<file path="config.mk">
export PLATFORM = sky130hd
export DESIGN_NAME = ces_top
export DESIGN_NICKNAME = d
export VERILOG_FILES = /design/src/ces_pkg.sv /design/src/ces_top.sv
export SDC_FILE = /design/constraint.sdc
export NUM_CORES = 1
export LEC_CHECK = 0
export ABC_AREA = 0
export BUFFER_PORTS_ARGS = -buffer_cell sky130_fd_sc_hd__buf_2
export CAP_MARGIN = 20
export CORE_MARGIN = 4
export CORE_UTILIZATION = 55
export CTS_BUF_LIST = sky130_fd_sc_hd__clkbuf_16
export CTS_CLUSTER_SIZE = 10
export DETAILED_ROUTE_END_ITERATION = 10
export PLACE_DENSITY = 0.76
export SETUP_SLACK_MARGIN = 0.1
export SLEW_MARGIN = 15
export SYNTH_ARGS = -nofsm -noshare
export SYNTH_HDL_FRONTEND = slang
export SYNTH_SLANG_ARGS = --single-unit
</file>
<file path="constraint.sdc">
create_clock -name i_clk -period 6.9 [get_ports i_clk]
set_input_delay 1.38 -clock i_clk [delete_from_list [all_inputs] [get_ports i_clk]]
set_output_delay 1.38 -clock i_clk [all_outputs]
set_load 0.05 [all_outputs]
</file>
<file path="src/ces_pkg.sv">
/*
  ces_pkg: constants, register layout, types and states of the converter
  enable and fault sequencer.
  assumes a 20 MHz system clock and a 32-bit AXI4-Lite register port.
*/
package ces_pkg;

  // timing
  localparam int unsigned CLK_HZ          = 20_000_000;
  localparam int unsigned RESTART_MS      = 100;
  localparam int unsigned HICCUP_MS       = 50;
  localparam int unsigned RESTART_CYC_DEF = CLK_HZ / 1000 * RESTART_MS;
  localparam int unsigned HICCUP_CYC_DEF  = CLK_HZ / 1000 * HICCUP_MS;

  // register byte addresses
  localparam logic [7:0] A_CTRL  = 8'h00;
  localparam logic [7:0] A_ENCFG = 8'h04;
  localparam logic [7:0] A_TLIM  = 8'h08;
  localparam logic [7:0] A_STAT  = 8'h0C;

  // reset values: on-command set, primary honoured active low, secondary ignored
  localparam logic [31:0] CTRL_RST  = 32'h0000_0001;
  localparam logic [31:0] ENCFG_RST = 32'h0000_0004;
  localparam logic [31:0] TLIM_RST  = 32'h0000_0A7D;
  localparam logic [31:0] ZERO32    = 32'h0000_0000;
  localparam int unsigned CTRL_OP_BIT = 0;

  localparam logic [1:0] RESP_OKAY   = 2'h0;
  localparam logic [1:0] RESP_SLVERR = 2'h2;

  // enable-pin configuration (primary_enable_config_cmd in low pair)
  typedef struct packed {
    logic pol2;  // 1: active high
    logic ign2;
    logic pol1;
    logic ign1;
  } ces_encfg_t;

  // temperature limits and fault responses (1 = ignore fault)
  typedef struct packed {
    logic [5:0] rsv;
    logic       cold_ign;
    logic       hot_ign;
    logic [7:0] cold_lim;
    logic [7:0] hys;
    logic [7:0] hot_lim;
  } ces_tlim_t;

  typedef enum logic [4:0] {
    ST_OFF   = 5'h01,
    ST_DELAY = 5'h02,
    ST_SOFT  = 5'h04,
    ST_RUN   = 5'h08,
    ST_HICC  = 5'h10
  } ces_state_t;

  typedef struct packed {
    logic [20:0] rsv;
    logic        uv_lock;
    logic        cold_lock;
    logic        hot_lock;
    logic        en_ok;
    logic        en2_ok;
    logic        en1_ok;
    ces_state_t  state;
  } ces_stat_t;

endpackage

</file>
<file path="src/ces_top.sv">
/*
  ces_top: decides when the converter output stage runs. two enable pins with
  polarity and ignore options, a host on-command, thermal, short-circuit,
  overvoltage shutdown with hiccup restart, and input undervoltage shutdown with delayed restart.
  assumes all inputs synchronous to i_clk; analog comparators outside.
*/
// Summary of operation
// - temperature above hot limit shuts the power stage down.
// - thermal restart only once temperature drops below limit minus hysteresis.
// - hot limit and hysteresis are host-writable registers.
// - hot and cold limits with selectable fault response are host-writable.
// - short-circuit peak current switches the modulator drive off at once.
// - after current fault and hiccup wait, run full start including soft start.
// - hiccup cycle repeats without limit; normal running resumes when fault clears.
// - active-low enable: low means on, open or high means off.
// - active-high enable: open or high means on, low means off.
// - enable pin on or off applies a 100 ms restart delay.
// - primary enable configurable; honoured by default, must be asserted.
// - secondary enable configurable; ignored by default, treated as on.
// - an ignored enable reads on for any level and polarity.
// - output runs only when both enable results and on-command are on.
// - overvoltage at output power pins shuts the output down.
// - thermal recovery uses only hiccup restart with configurable hysteresis.
// - after input undervoltage, restart waits until input exceeds start threshold.
`timescale 1ns/1ps
module ces_top
  import ces_pkg::*;
#(
  parameter int unsigned RESTART_CYC = RESTART_CYC_DEF,
  parameter int unsigned HICCUP_CYC  = HICCUP_CYC_DEF
) (
  // clock, reset, enable
  input  wire logic        i_clk,
  input  wire logic        i_rstn,
  input  wire logic        i_ce,
  // analog and pin inputs
  input  wire logic [7:0]  i_temp,
  input  wire logic        i_peak_short,
  input  wire logic        i_ovp_pins,
  input  wire logic        i_vin_above_start,
  input  wire logic        i_vin_below_uv,
  input  wire logic        i_en1_pin,
  input  wire logic        i_en2_pin,
  input  wire logic        i_soft_done,
  // power stage control
  output logic             o_drive_en,
  output logic             o_soft_start,
  // axi4-lite write
  input  wire logic [7:0]  s_axi_awaddr,
  input  wire logic        s_axi_awvalid,
  output logic             s_axi_awready,
  input  wire logic [31:0] s_axi_wdata,
  input  wire logic [3:0]  s_axi_wstrb,
  input  wire logic        s_axi_wvalid,
  output logic             s_axi_wready,
  output logic [1:0]       s_axi_bresp,
  output logic             s_axi_bvalid,
  input  wire logic        s_axi_bready,
  // axi4-lite read
  input  wire logic [7:0]  s_axi_araddr,
  input  wire logic        s_axi_arvalid,
  output logic             s_axi_arready,
  output logic [31:0]      s_axi_rdata,
  output logic [1:0]       s_axi_rresp,
  output logic             s_axi_rvalid,
  input  wire logic        s_axi_rready
);

  function automatic logic [7:0] sat_sub(input logic [7:0] a, input logic [7:0] b);
    sat_sub = (a > b) ? a - b : 8'h00;
  endfunction

  function automatic logic [7:0] sat_add(input logic [7:0] a, input logic [7:0] b);
    logic [8:0] s;
    s = {1'b0, a} + {1'b0, b};
    sat_add = s[8] ? 8'hFF : s[7:0];
  endfunction

  function automatic logic [31:0] merge(input logic [31:0] old, input logic [31:0] d, input logic [3:0] be);
    merge = old;
    for (int i = 0; i < 4; i++) begin
      if (be[i]) merge[8*i +: 8] = d[8*i +: 8];
    end
  endfunction

  // register file and bus state
  logic [31:0] ctrl_r, ctrl_nxt, encfg_r, encfg_nxt, tlim_r, tlim_nxt;
  logic        awr_r, awr_nxt, bval_r, bval_nxt, arr_r, arr_nxt, rval_r, rval_nxt;
  logic [1:0]  bresp_r, bresp_nxt, rresp_r, rresp_nxt;
  logic [31:0] rdata_r, rdata_nxt;
  ces_encfg_t  ecfg;
  ces_tlim_t   tcfg;
  ces_stat_t   stat;
  logic        wr_fire, rd_fire;

  // sequencer state
  ces_state_t  st_r, st_nxt;
  logic [31:0] cnt_r, cnt_nxt;
  logic        hot_r, hot_nxt, cold_r, cold_nxt, uv_r, uv_nxt;
  logic        drv_r, drv_nxt, soft_r, soft_nxt;
  logic        en1_ok, en2_ok, en_ok, hot_trip, cold_trip, fault, allow;

  assign ecfg    = ces_encfg_t'(encfg_r[3:0]);
  assign tcfg    = ces_tlim_t'(tlim_r);
  assign wr_fire = s_axi_awvalid & awr_r & s_axi_wvalid;
  assign rd_fire = s_axi_arvalid & arr_r;

  // enable evaluation
  assign en1_ok = ecfg.ign1 | (ecfg.pol1 ? i_en1_pin : ~i_en1_pin);
  assign en2_ok = ecfg.ign2 | (ecfg.pol2 ? i_en2_pin : ~i_en2_pin);
  assign en_ok  = en1_ok & en2_ok & ctrl_r[CTRL_OP_BIT];

  assign hot_trip  = (i_temp > tcfg.hot_lim) & ~tcfg.hot_ign;
  assign cold_trip = (i_temp < tcfg.cold_lim) & ~tcfg.cold_ign;
  assign fault     = i_peak_short | i_ovp_pins | hot_trip | cold_trip;
  // a trip in this very cycle must also block a start, not only the registered lock
  assign allow     = en_ok & ~hot_r & ~cold_r & ~hot_trip & ~cold_trip & ~uv_r & ~uv_nxt;

  always_comb begin
    stat           = '0;
    stat.state     = st_r;
    stat.en1_ok    = en1_ok;
    stat.en2_ok    = en2_ok;
    stat.en_ok     = en_ok;
    stat.hot_lock  = hot_r;
    stat.cold_lock = cold_r;
    stat.uv_lock   = uv_r;
  end

  // register bus: write and read each take one request at a time
  always_comb begin
    ctrl_nxt  = ctrl_r;
    encfg_nxt = encfg_r;
    tlim_nxt  = tlim_r;
    awr_nxt   = 1'b0;
    bval_nxt  = bval_r & ~s_axi_bready;
    bresp_nxt = bresp_r;
    arr_nxt   = 1'b0;
    rval_nxt  = rval_r & ~s_axi_rready;
    rresp_nxt = rresp_r;
    rdata_nxt = rdata_r;
    if (s_axi_awvalid && s_axi_wvalid && !awr_r && !bval_r) begin
      awr_nxt = 1'b1;
    end
    if (wr_fire) begin
      bval_nxt  = 1'b1;
      bresp_nxt = RESP_OKAY;
      unique case (s_axi_awaddr)
        A_CTRL:  ctrl_nxt  = merge(ctrl_r, s_axi_wdata, s_axi_wstrb);
        A_ENCFG: encfg_nxt = merge(encfg_r, s_axi_wdata, s_axi_wstrb) & 32'h0000_000F;
        A_TLIM:  tlim_nxt  = merge(tlim_r, s_axi_wdata, s_axi_wstrb) & 32'h03FF_FFFF;
        A_STAT:  bresp_nxt = RESP_OKAY;
        default: bresp_nxt = RESP_SLVERR;
      endcase
    end
    if (s_axi_arvalid && !arr_r && !rval_r) begin
      arr_nxt = 1'b1;
    end
    if (rd_fire) begin
      rval_nxt  = 1'b1;
      rresp_nxt = RESP_OKAY;
      unique case (s_axi_araddr)
        A_CTRL:  rdata_nxt = ctrl_r;
        A_ENCFG: rdata_nxt = encfg_r;
        A_TLIM:  rdata_nxt = tlim_r;
        A_STAT:  rdata_nxt = stat;
        default: begin
          rdata_nxt = ZERO32;
          rresp_nxt = RESP_SLVERR;
        end
      endcase
    end
  end

  // sequencer
  always_comb begin
    st_nxt   = st_r;
    cnt_nxt  = cnt_r;
    hot_nxt  = hot_r;
    cold_nxt = cold_r;
    uv_nxt   = uv_r;
    // set wins over the recovery clear on every lock
    if (i_temp < sat_sub(tcfg.hot_lim, tcfg.hys)) hot_nxt = 1'b0;
    if (i_temp > sat_add(tcfg.cold_lim, tcfg.hys)) cold_nxt = 1'b0;
    if (hot_trip) hot_nxt = 1'b1;
    if (cold_trip) cold_nxt = 1'b1;
    if (i_vin_above_start) uv_nxt = 1'b0;
    if (i_vin_below_uv) uv_nxt = 1'b1;
    unique case (st_r)
      ST_OFF: begin
        // off dwell also counts so a quick re-enable still sees the delay
        if (cnt_r < RESTART_CYC - 1) cnt_nxt = cnt_r + 32'h0000_0001;
        if (allow && cnt_r >= RESTART_CYC - 1) begin
          st_nxt  = ST_DELAY;
          cnt_nxt = ZERO32;
        end
      end
      ST_DELAY: begin
        cnt_nxt = cnt_r + 32'h0000_0001;
        if (!allow) begin
          st_nxt  = ST_OFF;
          cnt_nxt = ZERO32;
        end else if (cnt_r >= RESTART_CYC - 1) begin
          st_nxt  = ST_SOFT;
          cnt_nxt = ZERO32;
        end
      end
      ST_SOFT, ST_RUN: begin
        if (fault) begin
          st_nxt  = ST_HICC;
          cnt_nxt = ZERO32;
        end else if (!en_ok || uv_nxt) begin
          st_nxt  = ST_OFF;
          cnt_nxt = ZERO32;
        end else if (st_r == ST_SOFT && i_soft_done) begin
          st_nxt = ST_RUN;
        end
      end
      ST_HICC: begin
        cnt_nxt = cnt_r + 32'h0000_0001;
        if (cnt_r >= HICCUP_CYC - 1) begin
          cnt_nxt = ZERO32;
          if (hot_r || cold_r || hot_trip || cold_trip) st_nxt = ST_HICC;
          else if (allow) st_nxt = ST_SOFT;
          else st_nxt = ST_OFF;
        end
      end
    endcase
    drv_nxt  = (st_nxt == ST_SOFT) || (st_nxt == ST_RUN);
    soft_nxt = (st_nxt == ST_SOFT);
  end

  always_ff @(posedge i_clk) begin
    if (!i_rstn) begin
      ctrl_r  <= CTRL_RST;
      encfg_r <= ENCFG_RST;
      tlim_r  <= TLIM_RST;
      awr_r   <= 1'b0;
      bval_r  <= 1'b0;
      bresp_r <= RESP_OKAY;
      arr_r   <= 1'b0;
      rval_r  <= 1'b0;
      rresp_r <= RESP_OKAY;
      rdata_r <= ZERO32;
      st_r    <= ST_OFF;
      cnt_r   <= ZERO32;
      hot_r   <= 1'b0;
      cold_r  <= 1'b0;
      uv_r    <= 1'b1;
      drv_r   <= 1'b0;
      soft_r  <= 1'b0;
    end else if (i_ce) begin
      ctrl_r  <= ctrl_nxt;
      encfg_r <= encfg_nxt;
      tlim_r  <= tlim_nxt;
      awr_r   <= awr_nxt;
      bval_r  <= bval_nxt;
      bresp_r <= bresp_nxt;
      arr_r   <= arr_nxt;
      rval_r  <= rval_nxt;
      rresp_r <= rresp_nxt;
      rdata_r <= rdata_nxt;
      st_r    <= st_nxt;
      cnt_r   <= cnt_nxt;
      hot_r   <= hot_nxt;
      cold_r  <= cold_nxt;
      uv_r    <= uv_nxt;
      drv_r   <= drv_nxt;
      soft_r  <= soft_nxt;
    end
  end

  assign o_drive_en    = drv_r;
  assign o_soft_start  = soft_r;
  assign s_axi_awready = awr_r;
  assign s_axi_wready  = awr_r;
  assign s_axi_bvalid  = bval_r;
  assign s_axi_bresp   = bresp_r;
  assign s_axi_arready = arr_r;
  assign s_axi_rvalid  = rval_r;
  assign s_axi_rresp   = rresp_r;
  assign s_axi_rdata   = rdata_r;

  // checks
  property p_short_off;
    @(posedge i_clk) disable iff (!i_rstn)
    i_ce && i_peak_short && o_drive_en |=> !o_drive_en;
  endproperty
  a_short_off: assert property (p_short_off) else $error("drive stayed on after short");
  // only an output with drive on is shut by overvoltage; off, delay and hiccup states ignore it and keep sequencing
  property p_ovp_off;
    @(posedge i_clk) disable iff (!i_rstn)
    i_ce && i_ovp_pins && o_drive_en |=> !o_drive_en && st_r == ST_HICC;
  endproperty
  a_ovp_off: assert property (p_ovp_off) else $error("overvoltage did not shut output");
  property p_all_on;
    @(posedge i_clk) disable iff (!i_rstn)
    i_ce && !en_ok |=> !o_drive_en;
  endproperty
  a_all_on: assert property (p_all_on) else $error("drive on while an enable is off");
  property p_act_low;
    @(posedge i_clk) disable iff (!i_rstn)
    !ecfg.ign1 && !ecfg.pol1 |-> en1_ok == !i_en1_pin;
  endproperty
  a_act_low: assert property (p_act_low) else $error("active-low enable misread");
  property p_ignored;
    @(posedge i_clk) disable iff (!i_rstn)
    ecfg.ign2 |-> en2_ok;
  endproperty
  a_ignored: assert property (p_ignored) else $error("ignored enable not on");
  property p_hot_trip;
    @(posedge i_clk) disable iff (!i_rstn)
    i_ce && i_temp > tcfg.hot_lim && !tcfg.hot_ign |=> hot_r && !o_drive_en;
  endproperty
  a_hot_trip: assert property (p_hot_trip) else $error("no thermal shutdown");
  property p_hot_hold;
    @(posedge i_clk) disable iff (!i_rstn)
    i_ce && hot_r && i_temp >= sat_sub(tcfg.hot_lim, tcfg.hys) |=> hot_r;
  endproperty
  a_hot_hold: assert property (p_hot_hold) else $error("thermal lock released early");
  property p_uv_hold;
    @(posedge i_clk) disable iff (!i_rstn)
    i_ce && uv_r && !i_vin_above_start |=> uv_r;
  endproperty
  a_uv_hold: assert property (p_uv_hold) else $error("undervoltage lock released early");
  property p_hicc_restart;
    @(posedge i_clk) disable iff (!i_rstn)
    i_ce && st_r == ST_HICC && cnt_r >= HICCUP_CYC - 1 && allow && !hot_r && !cold_r
      |=> o_soft_start && o_drive_en;
  endproperty
  a_hicc_restart: assert property (p_hicc_restart) else $error("no soft start after hiccup");
  property p_delay_off;
    @(posedge i_clk) disable iff (!i_rstn)
    i_ce && st_r == ST_DELAY && cnt_r < RESTART_CYC - 1 |=> !o_drive_en;
  endproperty
  a_delay_off: assert property (p_delay_off) else $error("drive on inside restart delay");

endmodule // ces_top

</file>
==> flow_summary.yaml, run 1 <==
clock_tree:
  cts_buffer_depth: 2
  htree_levels: 4
  cts_root_buffer: "clkbuf_16"
  cts_setup_buffers: 0
  cts_resized: 0
  cts.clk_slew.worst_paths_ns: 0.06
  cts_tree: "done"
  clock-sinks: 142
  numCtsBuffers: 17
  hold_buffers: 0
  clk_latency_ns: 0.42
placed_design:
  place_congestion: 0.918
  portBuffers: 115
  dp_hpwl_um: 14900
  dp_cells: 1170
  dpl_cell_area_um2: 8380
drt:
  drt_iter0_drc: 539
  drt-vias-per-instance: 5.88
  ant_nets: 0
  routedWlPerCell_um: 17.1
  drc: 0
  drt_pass1_iterations: 5
  wl_um: 20600
  via_count: 7074
final_layout:
  layout_common_cells: "152 x nor2_1, 142 x dfxtp_1, 115 x buf_2"
  fin_cells: 1204
  finalNetCount: 1134
  drive_above_1_share: 0.165
  syn_to_final_growth_pct: 14.6
  stdcell_area_um2: 8890
  mostFrequentLayoutCell: "nor2_1"
critical_path:
  regToRegStartpoint: "tcfg[17]"
  end_kind: "flop"
  reg2reg_slack_ns: 2.94
  rr_worst_depth: 10
  cp_max_fo: 18
  critical_path_class: "input port to flop"
  worstSetupStartpointType: "input port"
  critPathArrivalTime_ns: 4.87
  critPathRequiredTime_ns: 7.25
  r2r-end: "cnt_r[17]"
power:
  p_int_mw: 1.31
  p_leak_nw: 3.88
  ir_worst_vdd_mv: 0.185
  p_sw_frac: 0.244
  clkPwrFrac: 0.457
  pwr-share-seq: 0.478
  fin_total_pwr_mw: 1.73
  netSwitchingPower_mw: 0.423
  p_per_area_nw_per_um2: 195
  combPwrFrac: 0.065
synth:
  synth_ff_type: "dfxtp_1"
  ys_async_sr_fraction: 0
  ys_top_cells_by_area: "dfxtp_1 37%, mux2i_1 8.3%, ha_1 7.6%"
  yosysTopAreaCellShare: 0.366
  synth_area_per_cell_um2: 8.46
  synth_cell_types: 69
  ys.warnings.count: 0
  synth_seq_cells: 142
  yosysTopAreaCell: "dfxtp_1"
  synth-edff-count: 0
  ys_seq_area_frac: 0.366
  synthCells: 918
  syn-cell-area_um2: 7760
run:
  max_cap_viol_count: 0
grt:
  grt_pass1_wl_um: 32700
  grt_max_degree: 97
  grt_usage: 0.254
  antenna_found_initial: 2
  overflow: 0
  grt_pass1_vias: 6500
hold_path:
  min_from: "s_axi_rdata[28]"
  hold_class: "flop to flop"
  holdPathStages: 2
  min_to: "s_axi_rdata[28]"
timing:
  final-setup-viol-count: 0
  fin_setup_tns_ns: 0
  slew_violations: 0
  finalCriticalPeriod_ns: 4.53
  hold_viol_final: 0
  rsz0062_at_grt: "no"
  tightest_slew_ns: 1.02
  slew_headroom: 0.310
  finClkSkew_ns: 0.00607
  fmax_ghz: 0.221
  min_period_over_period: 0.656
die:
  die_w_um: 127
  die_area_um2: 16100
  io_pins: 118
  die_h_um: 127
  coreArea_um2: 13800
  start_util: 0.561
  rows: 43
outcome:
  status: "finished clean"
-- critical path: stages --
cell and delay (ns):
buf_2 0.14, ha_1 0.30, o211ai_1 0.17, a31oi_1 0.06
o41ai_1 0.53, a32oi_1 0.32, a21oi_2 0.72, nand4_1 0.58
or3_1 0.48, a21oi_1 0.17
-- layer usage --
metal / part of all wire / vias up / routed length, um / track usage
li1: - / 3454 / - / -
met1: 0.42 / 3343 / 8610 / 0.315
met2: 0.49 / 230 / 10100 / 0.430
met3: 0.061 / 45 / 1270 / 0.0581
met4: 0.029 / 2 / 602 / 0.0972
met5: 0.00063 / - / 13 / 0
-- cell type report --
type | count | area (um^2)
Antenna cell | 1 | 2.50
Tap cell | 180 | 225
Fill cell | 1194 | 4930
Clock inverter | 15 | 82.6
Clock buffer | 17 | 425
Multi-Input combinational cell | 680 | 4520
Timing Repair Buffer | 121 | 618
Sequential cell | 142 | 2840
Inverter | 48 | 180
-- flip-flops by register name (all words and copies together) (netlist names) --
signal and cells:
cnt_r 32, cold_r 1, ctrl_r 32, encfg_r 4, hot_r 1, o_drive_en 1
o_soft_start 1, s_axi_arready 1, s_axi_awready 1, s_axi_bresp 1, s_axi_bvalid 1, s_axi_rdata 32
s_axi_rresp 1, s_axi_rvalid 1, st_r 5, tcfg 26, uv_r 1
-- worst max-delay path by stage --
stage                          from        end  slack [ns]  cells past startpoint
final                     i_temp[1]  cnt_r[17]        2.37                     10
after global routing      i_temp[1]  cnt_r[25]        2.05                     10
after CTS                 i_temp[5]  cnt_r[17]        2.19                     10
after detailed placement  i_temp[5]  cnt_r[31]        1.77                     10
after global placement    i_temp[5]  cnt_r[31]        1.89                     10
after floorplan           i_temp[5]  cnt_r[24]        3.24                     11
-- through the flow --
stage          setup slack, ns   util  hold slack (ns)
2_1_floorplan             3.24      -            0.447
3_3_place_gp              1.89  0.606            0.436
3_5_place_dp              1.77  0.606            0.443
4_1_cts                   2.19  0.643            0.450
5_1_grt                   2.05  0.643            0.471
6_report                  2.37  0.643            0.448
-- cell families (layout without fill, tap and decap cells) --
family | after synthesis | in the layout | synth area share
and+or+nand+nor | 349 | 349 | 0.219
other | 1 | 3 | 0.000483
buffers and inverters | 97 | 201 | 0.0537
xor gates and xnor gates | 27 | 27 | 0.0305
muxes | 69 | 69 | 0.0956
DFF | 142 | 142 | 0.366
adders and majority gates | 49 | 49 | 0.0809
AOI/OAI and AO/OA | 184 | 184 | 0.154
-- synthesized netlist by cell type, types with 2 or more instances --
library cell  instances
mux2i_1              64
inv_1                47
or2_2                 2
xnor2_1              12
dfxtp_1             142
and2_1                4
nor2b_1               6
buf_2                 3
a221oi_1              2
o21ai_0              34
nor3b_1               2
nand4_1              18
nor4b_1               2
nor2_1              152
a211oi_1              3
o221ai_1              2
o21a_1                4
clkbuf_1             37
a31oi_1               3
and3_1                9
o211ai_1              4
a21oi_1              72
nand3b_1              4
fa_1                  2
and4_1                9
nand4b_1              8
a21o_1                6
a41o_1                2
a311oi_1              3
nor3_1                7
and3_2                2
a22oi_1              26
buf_4                 5
buf_6                 4
o31ai_1               3
or3_1                19
nor4_1                6
mux4_2                4
ha_1                 47
or4_1                 7
o21bai_1              2
nand2_1              54
nand2b_1              2
xor2_1               15
nand3_1              33
-- power groups by stage --
stage	logic (mW)	clock network (mW)	registers, mW
2_1_floorplan	0.0631	0	0.850
3_3_place_gp	0.110	0	0.847
3_5_place_dp	0.111	0	0.847
4_1_cts	0.112	0.802	0.829
5_1_grt	0.123	0.841	0.829
6_report	0.112	0.793	0.829
Power figures use the tool's default switching activity.
==> run 2, diff against run 1 <==
- CORE_UTILIZATION: 55 -> 52
- PLACE_DENSITY: 0.76 -> 0.75
- clock period: 6.9 -> 3.6 ns (I/O delays scaled with it)
==> run 2 against run 1 <==
  * Via count rose by 2.5%
  * Flip-flop and latch count did not move
  * Total power rose by 110%
  * Clock skew rose by 0.0097 ns
  * Routed wire length rose by 5.0%
  * Worst hold slack improved by 0.00081 ns
  * Die area rose by 5.4%
  * Final cell count rose by 1.5%
  * Worst setup slack got worse by 2.0 ns
  * Clock power rose by 120%
==> flow_summary.yaml, run 2 (same netlist as run 1, synthesis figures left out) <==
timing:
  final-setup-viol-count: 0
  hold_viol_final: 0
  fmax_ghz: 0.310
  slew_violations: 0
  rsz0062_at_grt: "no"
  fin_hold_ws_ns: 0.449
  finalCriticalPeriod_ns: 3.22
  fin_setup_tns_ns: 0
  tightest_slew_ns: 0.771
  slew_headroom: 0.485
  min_period_over_period: 0.896
  finClkSkew_ns: 0.0158
hold_path:
  holdPathStages: 2
  min_to: "s_axi_rdata[30]"
  min_from: "s_axi_rdata[30]"
  hold_class: "flop to flop"
final_layout:
  fin_cells: 1222
  antenna_cells: 0
  syn_to_final_growth_pct: 17.7
  drive_above_1_share: 0.186
  layout_common_cells: "151 x nor2_1, 141 x dfxtp_1, 115 x buf_2"
  finalNetCount: 1149
  stdcell_area_um2: 9140
  mostFrequentLayoutCell: "nor2_1"
drt:
  routedWlPerCell_um: 17.7
  via_count: 7249
  drt_iter0_drc: 522
  wl_um: 21600
  ant_nets: 0
  drt_pass1_iterations: 5
  drc: 0
  drt-vias-per-instance: 5.93
critical_path:
  end_kind: "flop"
  r2r-end: "cold_r"
  path_cells: "ha_1 > inv_1 > fa_1 > nor2b_1 > o21ai_1 > a21boi_1 > o21ai_0 > nand2b_1 > a21o_1 > a21o_4 > or2_2 > ha_1 > nor2b_1 > o21a_1 > o21ai_0 > nand2b_1 > a21oi_2 > o21a_1 > o21ai_0 > a21oi_1"
  regToRegStartpoint: "tcfg[8]"
  worstSetupStartpointType: "flop"
  reg2reg_slack_ns: 0.38
  critical_path_class: "flop to flop"
  path_delay_family: "compound AO/OA/AOI/OAI gates"
  cpMostUsedCell: "o21ai_0"
  worstPathBufferInverterCount: 1
  critPathArrivalTime_ns: 3.53
  cpMaxStageDelayCell: "dfxtp_2"
  critPathRequiredTime_ns: 3.91
  slowest_delay_ns: 0.35
  rr_worst_depth: 20
  cp_max_fo: 8
clock_tree:
  cts_buffer_depth: 2
  htree_levels: 4
  cts.clk_slew.worst_paths_ns: 0.06
  clock-sinks: 142
  cts_root_buffer: "clkbuf_16"
  numCtsBuffers: 17
  cts_setup_buffers: 0
  clk_latency_ns: 0.43
  cts_tree: "done"
outcome:
  status: "finished clean"
die:
  coreArea_um2: 14600
  die_area_um2: 16900
  die_w_um: 130
  die_h_um: 130
  io_pins: 118
  start_util: 0.532
  rows: 44
grt:
  antenna_found_initial: 1
  grt_max_degree: 55
  overflow: 0
  grt_usage: 0.256
  grt_pass1_vias: 6760
  grt_pass1_wl_um: 34300
placed_design:
  portBuffers: 115
  dp_cells: 1190
  dp_hpwl_um: 15700
  dpl_cell_area_um2: 8530
  place_congestion: 0.909
power:
  p_leak_nw: 4.00
  ir_worst_vdd_mv: 0.335
  p_per_area_nw_per_um2: 394
  fin_total_pwr_mw: 3.60
run:
  max_cap_viol_count: 0
run 2: cell count changes in the layout (fill, tap and decap cells not counted), sizes merged:
cell / before / now
bufinv: 0 / 3
clkinv: 11 / 7
buf: 120 / 136
inv: 49 / 50
diode: 1 / 0
clkbuf: 18 / 17
run 2: timing repair:
action / CTS / global route
setup endpoints to repair: 0 / 2
gates resized for setup: 0 / 7
hold buffers: 0 / 0
run 2: routing by layer:
| metal | global-route usage | part of all wire |
|---|---|---|
| met1 | 0.318 | 0.41 |
| met2 | 0.431 | 0.49 |
| met3 | 0.0618 | 0.067 |
| met4 | 0.0972 | 0.031 |
| met5 | 0 | 0.00060 |
run 2: power by group:
part           switching (mW)  internal [mW]  leakage, nW
clock                   0.697           1.08        0.284
combinational           0.145         0.0842         2.57
sequential             0.0106           1.58         1.15
run 2: how the worst max path moves through the flow:
stage / start / endpoint / slack, ns / cells past startpoint
after floorplan: tcfg[8] / cold_r / 0.50 / 20
after detailed placement: tcfg[8] / cold_r / 0.19 / 20
after global routing: tcfg[8] / cold_r / 0.1 / 20
after global placement: tcfg[8] / cold_r / 0.27 / 20
after CTS: tcfg[8] / cold_r / 0.17 / 20
final: tcfg[8] / cold_r / 0.38 / 20
run 2: final cells by class:
| type | instances | area, um^2 |
|---|---|---|
| fill | 1291 | 5450 |
| timing repair buffer | 136 | 758 |
| clock inverter | 15 | 170 |
| inverter | 48 | 180 |
| multi-input combinational | 680 | 4530 |
| tap | 184 | 230 |
| sequential | 142 | 2840 |
| clock buffer | 17 | 425 |
run 2: per-stage QoR:
stage,utilization,setup WS [ns]
after floorplan,-,0.495
after detailed placement,0.585,0.188
after global routing,0.626,0.0966
final,0.626,0.376
after global placement,0.585,0.271
after CTS,0.625,0.165
run 2: tightest hold or removal path: cells and delay by family (launching register included):
kind               cells  cell delay [ns]
DFF                    1             0.30
and+or+nand+nor        1             0.05
AOI/OAI and AO/OA      1             0.05
